==> src/hw/modulo_timer_pkg.sv <==
package modulo_timer_pkg;
  // ------------------------------------------------------------
  // register indices; byte address is four times the index
  // ------------------------------------------------------------
  localparam logic [7:0] IDX_STATUS_CTRL = 8'h2c;
  localparam logic [7:0] IDX_CNT_HIGH = 8'h2e;
  localparam logic [7:0] IDX_CNT_LOW = 8'h2f;
  localparam logic [7:0] IDX_MOD_HIGH = 8'h30;
  localparam logic [7:0] IDX_MOD_LOW = 8'h31;

  // ------------------------------------------------------------
  // status/control field positions
  // ------------------------------------------------------------
  localparam int BIT_OVF_FLAG = 7;
  localparam int BIT_OVF_IE = 6;
  localparam int BIT_HALT = 5;
  localparam int BIT_CLEAR = 4;
  localparam int SEL_LSB = 0;
  localparam int SEL_MSB = 2;

  // ------------------------------------------------------------
  // reset values and codes
  // ------------------------------------------------------------
  localparam logic RST_HALT = 1'b1;
  localparam logic RST_OVF_IE = 1'b0;
  localparam logic [2:0] RST_SEL = 3'h0;
  localparam logic [15:0] RST_MOD = 16'hffff;
  localparam logic [15:0] RST_CNT = 16'h0000;
  localparam logic [2:0] SEL_EXT_PIN = 3'h7;
  localparam int PRESCALE_W = 6;
endpackage

==> src/hw/count_prescaler.sv <==
`timescale 1ns/1ps
// one-cycle count tick from the bus clock or the external pin
module count_prescaler #(
  parameter int DIV_W = modulo_timer_pkg::PRESCALE_W
) (
  // clock and reset
  input wire logic pclk,
  input wire logic presetn,
  // control
  input wire logic run,
  input wire logic clr,
  input wire logic [2:0] sel,
  // external count clock
  input wire logic ext_in,
  // tick out
  output logic tick
);
  // ------------------------------------------------------------
  // elaboration check
  // ------------------------------------------------------------
  if (DIV_W < 6) begin : g_chk
    $error("count_prescaler: DIV_W must reach divide by 64");
  end

  logic [DIV_W-1:0] div_r; // free divider, frozen while idle
  logic ext_prev_r; // previous pin level for edge detect
  logic [DIV_W-1:0] mask; // low bits that must be all ones

  // divider advances only while running, so stop keeps its phase
  always_ff @(posedge pclk or negedge presetn) begin
    if (!presetn) begin
      div_r <= '0;
    end else if (clr) begin
      div_r <= '0;
    end else if (run) begin
      div_r <= div_r + 1'b1;
    end
  end

  // pin is synchronous, one stage suffices for a rising edge
  always_ff @(posedge pclk or negedge presetn) begin
    if (!presetn) begin
      ext_prev_r <= 1'b0;
    end else begin
      ext_prev_r <= ext_in;
    end
  end

  // divide by two to the sel: tick when the low sel bits are ones
  always_comb begin
    mask = DIV_W'((1 << sel) - 1);
    if (!run) begin
      tick = 1'b0;
    end else if (sel == modulo_timer_pkg::SEL_EXT_PIN) begin
      tick = ext_in && !ext_prev_r;
    end else begin
      tick = (div_r & mask) == mask;
    end
  end
endmodule

==> src/hw/modulo_timer_counter_core.sv <==
`timescale 1ns/1ps
// How it works
// counts in wait; bus access refused
// enabled overflow request wakes from wait
// stop freezes counter and prescaler
// break holds the counter
// break without allow: flags unchanged
// break with allow: clears stick
// select divides by 1..64 or pin
// pin forced input when selected
// flag sets on rollover to zero
// read-then-write-zero clears flag safely
// request equals flag and enable
// halt set at reset, stops counting
// clear bit zeroes counter and prescaler
// halt with clear holds zero
// high read latches low byte
// software reads low before leaving break
// counter equal modulo wraps next tick
// high modulo write blocks flag until low
// modulo resets to all ones
// software clears counter before modulo write
// software leaves halt clear before wait
// increments per tick when running
module modulo_timer_counter_core #(
  parameter int CNT_W = 16
) (
  // clock and reset
  input wire logic pclk,
  input wire logic presetn,
  // apb slave
  input wire logic psel,
  input wire logic penable,
  input wire logic pwrite,
  input wire logic [9:0] paddr,
  input wire logic [31:0] pwdata,
  output logic pready,
  output logic [31:0] prdata,
  output logic pslverr,
  // system states
  input wire logic wait_mode,
  input wire logic stop_mode,
  input wire logic break_state,
  input wire logic break_clear_allow,
  // external count clock pin
  input wire logic ext_count_clock_pin,
  input wire logic port_direction_bit,
  output logic ext_pin_oe,
  // to channels and cpu
  output logic [CNT_W-1:0] count_value,
  output logic overflow_pulse,
  output logic irq
);
  // ------------------------------------------------------------
  // elaboration check
  // ------------------------------------------------------------
  if (CNT_W != 16) begin : g_chk
    $error("modulo_timer_counter_core: registers are two bytes");
  end

  // ------------------------------------------------------------
  // state
  // ------------------------------------------------------------
  logic [CNT_W-1:0] cnt_r; // counter
  logic [CNT_W-1:0] mod_r; // modulo value
  logic [7:0] low_buf_r; // latched low byte
  logic [7:0] low_snap_r; // low byte seen at the edge the high byte answer was taken
  logic low_latched_r; // buffer holds a coherent low byte
  logic flag_r; // overflow flag
  logic ie_r; // overflow interrupt enable
  logic halt_r; // counter halt
  logic [2:0] sel_r; // clock divider select
  logic arm_r; // first clear step done
  logic mod_block_r; // high modulo written, low pending
  logic pready_r;
  logic pslverr_r;
  logic [31:0] prdata_r;
  logic irq_r;
  logic oe_r;
  logic ovf_pulse_r;

  // ------------------------------------------------------------
  // bus decode
  // ------------------------------------------------------------
  function automatic logic hit(input logic [9:0] a, input logic [7:0] idx);
    hit = a == {idx, 2'b00};
  endfunction

  logic acc_go; // access phase, answer pending
  logic done; // completion edge of a transfer
  logic ok; // transfer is served (not in wait mode)
  logic wr;
  logic rd;
  logic wr_st;
  logic rd_st;
  logic rd_ch;
  logic rd_cl;
  logic wr_mh;
  logic wr_ml;
  logic wr_clr;
  logic protect; // break without clear allowance
  logic run;
  logic tick;
  logic wrap;
  logic ovf_set;

  assign acc_go = psel && penable && !pready_r;
  assign done = psel && penable && pready_r;
  assign ok = !pslverr_r;
  assign wr = done && ok && pwrite;
  assign rd = done && ok && !pwrite;
  assign wr_st = wr && hit(paddr, modulo_timer_pkg::IDX_STATUS_CTRL);
  assign rd_st = rd && hit(paddr, modulo_timer_pkg::IDX_STATUS_CTRL);
  assign rd_ch = rd && hit(paddr, modulo_timer_pkg::IDX_CNT_HIGH);
  assign rd_cl = rd && hit(paddr, modulo_timer_pkg::IDX_CNT_LOW);
  assign wr_mh = wr && hit(paddr, modulo_timer_pkg::IDX_MOD_HIGH);
  assign wr_ml = wr && hit(paddr, modulo_timer_pkg::IDX_MOD_LOW);
  assign wr_clr = wr_st && pwdata[modulo_timer_pkg::BIT_CLEAR];
  assign protect = break_state && !break_clear_allow;

  // ------------------------------------------------------------
  // apb answer: one wait state, then ready with data
  // ------------------------------------------------------------
  // registers are closed to the cpu in wait mode; answer with error
  always_ff @(posedge pclk or negedge presetn) begin
    if (!presetn) begin
      pready_r <= 1'b0;
      pslverr_r <= 1'b0;
    end else if (acc_go) begin
      pready_r <= 1'b1;
      pslverr_r <= wait_mode;
    end else begin
      pready_r <= 1'b0;
      pslverr_r <= 1'b0;
    end
  end

  // read data sampled one edge before completion; the low byte is snapped at that
  // same edge, so a latch made at completion matches the high byte already answered
  always_ff @(posedge pclk or negedge presetn) begin
    if (!presetn) begin
      prdata_r <= 32'h0000_0000;
      low_snap_r <= 8'h00;
    end else if (acc_go && !pwrite && !wait_mode) begin
      if (hit(paddr, modulo_timer_pkg::IDX_STATUS_CTRL)) begin
        // clear bit and reserved bit read as zero
        prdata_r <= {24'h00_0000, flag_r, ie_r, halt_r, 2'b00, sel_r};
      end else if (hit(paddr, modulo_timer_pkg::IDX_CNT_HIGH)) begin
        prdata_r <= {24'h00_0000, cnt_r[15:8]};
        low_snap_r <= cnt_r[7:0];
      end else if (hit(paddr, modulo_timer_pkg::IDX_CNT_LOW)) begin
        prdata_r <= {24'h00_0000, low_latched_r ? low_buf_r : cnt_r[7:0]};
      end else if (hit(paddr, modulo_timer_pkg::IDX_MOD_HIGH)) begin
        prdata_r <= {24'h00_0000, mod_r[15:8]};
      end else if (hit(paddr, modulo_timer_pkg::IDX_MOD_LOW)) begin
        prdata_r <= {24'h00_0000, mod_r[7:0]};
      end else begin
        // unmapped reads return zero without error
        prdata_r <= 32'h0000_0000;
      end
    end else if (acc_go) begin
      prdata_r <= 32'h0000_0000;
    end
  end

  // ------------------------------------------------------------
  // control fields
  // ------------------------------------------------------------
  // halt starts set so the counter idles until software releases it
  always_ff @(posedge pclk or negedge presetn) begin
    if (!presetn) begin
      halt_r <= modulo_timer_pkg::RST_HALT;
      ie_r <= modulo_timer_pkg::RST_OVF_IE;
      sel_r <= modulo_timer_pkg::RST_SEL;
    end else if (wr_st) begin
      halt_r <= pwdata[modulo_timer_pkg::BIT_HALT];
      ie_r <= pwdata[modulo_timer_pkg::BIT_OVF_IE];
      sel_r <= pwdata[modulo_timer_pkg::SEL_MSB:modulo_timer_pkg::SEL_LSB];
    end
  end

  // ------------------------------------------------------------
  // prescaler and counter
  // ------------------------------------------------------------
  assign run = !halt_r && !stop_mode && !break_state;

  count_prescaler u_pre (
    .pclk(pclk),
    .presetn(presetn),
    .run(run),
    .clr(wr_clr),
    .sel(sel_r),
    .ext_in(ext_count_clock_pin),
    .tick(tick)
  );

  assign wrap = tick && (cnt_r == mod_r);
  assign ovf_set = wrap && !mod_block_r && !wr_clr;

  // clear wins over a tick; with halt in the same write it rests at zero
  always_ff @(posedge pclk or negedge presetn) begin
    if (!presetn) begin
      cnt_r <= modulo_timer_pkg::RST_CNT;
    end else if (wr_clr) begin
      cnt_r <= modulo_timer_pkg::RST_CNT;
    end else if (wrap) begin
      cnt_r <= modulo_timer_pkg::RST_CNT;
    end else if (tick) begin
      cnt_r <= cnt_r + 1'b1;
    end
  end

  // modulo bytes; high write holds off the flag until low arrives
  always_ff @(posedge pclk or negedge presetn) begin
    if (!presetn) begin
      mod_r <= modulo_timer_pkg::RST_MOD;
      mod_block_r <= 1'b0;
    end else begin
      if (wr_mh) begin
        mod_r[15:8] <= pwdata[7:0];
      end
      if (wr_ml) begin
        mod_r[7:0] <= pwdata[7:0];
      end
      if (wr_ml) begin
        mod_block_r <= 1'b0;
      end else if (wr_mh) begin
        mod_block_r <= 1'b1;
      end
    end
  end

  // ------------------------------------------------------------
  // coherent counter read
  // ------------------------------------------------------------
  // a stale latch survives a break if software skips the low read
  always_ff @(posedge pclk or negedge presetn) begin
    if (!presetn) begin
      low_buf_r <= 8'h00;
      low_latched_r <= 1'b0;
    end else if (wr_clr) begin
      low_buf_r <= 8'h00;
      low_latched_r <= 1'b0;
    end else if (rd_ch && !low_latched_r) begin
      low_buf_r <= low_snap_r;
      low_latched_r <= 1'b1;
    end else if (rd_cl) begin
      low_latched_r <= 1'b0;
    end
  end

  // ------------------------------------------------------------
  // overflow flag and two-step clear
  // ------------------------------------------------------------
  // a new overflow always beats a clear in the same cycle
  always_ff @(posedge pclk or negedge presetn) begin
    if (!presetn) begin
      flag_r <= 1'b0;
      arm_r <= 1'b0;
    end else if (ovf_set) begin
      flag_r <= 1'b1;
      arm_r <= 1'b0;
    end else if (wr_st && !protect && arm_r && !pwdata[modulo_timer_pkg::BIT_OVF_FLAG]) begin
      flag_r <= 1'b0;
      arm_r <= 1'b0;
    end else if (rd_st && !protect && flag_r) begin
      arm_r <= 1'b1;
    end
  end

  // ------------------------------------------------------------
  // outputs
  // ------------------------------------------------------------
  // request is not masked by wait so it can wake the processor
  always_ff @(posedge pclk or negedge presetn) begin
    if (!presetn) begin
      irq_r <= 1'b0;
      ovf_pulse_r <= 1'b0;
      oe_r <= 1'b0;
    end else begin
      irq_r <= flag_r && ie_r;
      ovf_pulse_r <= ovf_set;
      oe_r <= port_direction_bit && (sel_r != modulo_timer_pkg::SEL_EXT_PIN);
    end
  end

  assign pready = pready_r;
  assign pslverr = pslverr_r;
  assign prdata = prdata_r;
  assign count_value = cnt_r;
  assign overflow_pulse = ovf_pulse_r;
  assign irq = irq_r;
  assign ext_pin_oe = oe_r;
endmodule

==> config.mk <==
export PLATFORM = sky130hd
export DESIGN_NAME = modulo_timer_counter_core
export DESIGN_NICKNAME = d
export VERILOG_FILES = /design/src/hw/modulo_timer_pkg.sv /design/src/hw/count_prescaler.sv /design/src/hw/modulo_timer_counter_core.sv
export SDC_FILE = /design/constraint.sdc
export NUM_CORES = 1
export LEC_CHECK = 0
export BUFFER_PORTS_ARGS = -buffer_cell sky130_fd_sc_hd__buf_2
export CORE_MARGIN = 4
export CORE_UTILIZATION = 52
export DETAILED_ROUTE_END_ITERATION = 10
export GPL_TIMING_DRIVEN = 1
export PLACE_DENSITY_LB_ADDON = 0.2
export SKIP_LAST_GASP = 1
export SLEW_MARGIN = 30
export SYNTH_ARGS = -nofsm -noshare
export SYNTH_HDL_FRONTEND = slang
export SYNTH_HIERARCHICAL = 1
export SYNTH_SLANG_ARGS = --single-unit
==> constraint.sdc <==
create_clock -name pclk -period 2.73 [get_ports pclk]
set_input_delay 0.4095 -clock pclk [delete_from_list [all_inputs] [get_ports pclk]]
set_output_delay 0.4095 -clock pclk [all_outputs]
set_load 0.03 [all_outputs]
==> metrics.txt <==
post-synthesis async set-or-reset flop share 100.0%; # resized after CTS 0; fillers between 700 and 800; R2R setup slack 450 ps; Clk Latency, worst-skew pair 350 ps; mapped cell area 4388 um2; synthesized flop and latch total 77; number of synthesized flops with an enable pin 0; via count of the routed design 3338; GRT overflow 0; Synth Instances 417; Initial DRC Count 164; Synth cell types 60; max_slew headroom 50.37%; cell at the slowest stage of the critical path or4_1; RR Endpoint count_value[7]; Clock Root Buffer clkbuf_8; Post-CTS Repair Setup Buffers 0; total core area 8217 um2; clk_skew 9.283 ps; Residual DRC 0; Die W 99.86 um; Clock Pin Slew Worst Setup and Hold Paths 80 ps; hold slack between 80 and 90 ps; GRT Util Overall 21.52%; largest net degree at the start of global routing 78; final period utilization 83.48%; initial antenna violation count 0; Worst Path Required 3010 ps; final setup fails 0; I/O Buffers 57; Worst setup EP type flip-flop; Post-DRT Antenna Nets 0; worst r2r path cells 9; vias in the first global route 3272; worst vdd ir 0.3892 mV; CTS buffer count 9; Hold Path Class in2async; die footprint 9972 um2; Tmin final 2279 ps; hold buffer count at cts 0; Crit Path Max Fanout 10; # IOs 106; ANT cells 0; Seq/Total Area, Yosys ~44%; wire per inst 17.75 um; Crit path buffers/inverters 2; Max Slew Vio Count 0; Final Core Density 58.96%; Area Overhead vs Synth 10.41%; Placer Congestion between 0.9 and 1; setup slack at placement 335.0 ps; leading area contributor after synthesis dfrtp_1; synth warn 6; status completed; Synth top cells by count dfrtp_1, nand2_1, mux2_2; Die Y-Extent 99.86 um; Site Rows 33; drt pass-1 iters 5; Power Dens Cells 538.4 nW/um2; leakage power 2.259 nW; htree depth 3; CTS sink cnt 77; non-filler instance count after layout 585; max-cap violations 0; RR Startpoint sel_r[1]; Total Wirelength 10380 um; Final TNS setup 0 ps; DPL Wire Length 7623 um; crit path DAT 2560 ps; Top delay family on crit path simple AND/OR/NAND/NOR gates; Syn Area/Cell ~11 um2; Max clock buf depth 2; placed cell count 569; Synth top area share 34.22%; top_reg_cell synth dfrtp_1; Hold Vio Cnt, Final 0; max frequency 438.8 MHz; count leader, synth dfrtp_1; initial core utilization a little over half; Worst Tran Pin Value 738.9 ps; CP max stage delay 550 ps; CTS tree yes; final worst slack between 400 and 500 ps; unrepaired setup endpoints after global routing false; Area contributors post-synth dfrtp_1, dfstp_2, mux2_2; DR vias/cell 5.706; Nets 530; Setup CP Type reg2reg; startpoint types flip-flop; global-route wire length before repair approximately 17000 um; layout cells sized above 1 31.67%; worst path cell trace a2bb2oi_1 -> o21ai_0 -> a21oi_1 -> nor3_1 -> buf_4 -> inv_1 -> or4_1 -> xor2_1 -> nor2_1
[worst max path at each step]
stage	startpoint	end	cells after the start
floorplan	break_state	count_value[7]	8
global placement	paddr[1]	low_buf_r[6]	6
detailed placement	paddr[1]	low_buf_r[2]	6
CTS	sel_r[1]	count_value[7]	9
global route	sel_r[1]	count_value[7]	9
finish	sel_r[1]	count_value[7]	9
[through the flow]
step / area [um2] / total power, mW
after floorplan: 4474 / 1.734
after global placement: 4674 / 1.869
after detailed placement: 4674 / 1.883
after CTS: 4841 / 2.629
after global routing: 4845 / 2.749
final: 4845 / 2.608
[cell type report]
class                   instances  area, um2  area share [%]
inverters                       7      26.28          0.5424
flip-flops and latches         77       1948           40.21
well taps                     105      131.4           2.712
clock buffers                   9      123.9           2.557
clock inverters                 7      42.54          0.8781
repair buffers                 66      359.1           7.412
multi-input cells             314       2213           45.69
[sequential cells by signal (all words and copies together) (netlist names), 3 cells and up]
signal	flops
sel_r	3
mod_r	16
u_pre/div_r	6
count_value	16
prdata	8
low_snap_r	8
low_buf_r	8
[routing by layer]
layer / up-vias / wire length, um / track usage [%]
met5: - / 0 / 0
met4: 0 / 115 / 5.357
met3: 13 / 636 / 4.448
met1: 1642 / 4748 / 30.68
li1: 1551 / - / -
met2: 132 / 4884 / 33.76
[layout by cell type, fill, tap and decap left out, types with 10 or more instances in the layout]
master and n:
a21oi_1 10, buf_2 56, conb_1 24, dfrtp_1 60, dfstp_2 17, mux2_2 34, nand2_1 42, nor2_1 29
o21ai_0 21, xnor2_1 14, xor2_1 19
[cell families (layout without fill, tap and decap cells)]
kind of cell,count (synthesis),in the layout,share of synthesized area (%)
and+or+nand+nor,146,146,19.99
DFF,77,77,44.40
AOI/OAI and AO/OA,68,68,10.92
buffers and inverters,49,89,7.129
muxes,41,41,10.32
xor gates and xnor gates,33,33,6.587
adders and majority gates,2,2,0.5702
other,1,24,0.08546
[where the power goes]
group	switching (mW)	internal, mW
clock	0.425	0.323
sequential	0.164	1.22
combinational	0.304	0.173
Note: power is estimated with default switching activity, not from simulation.
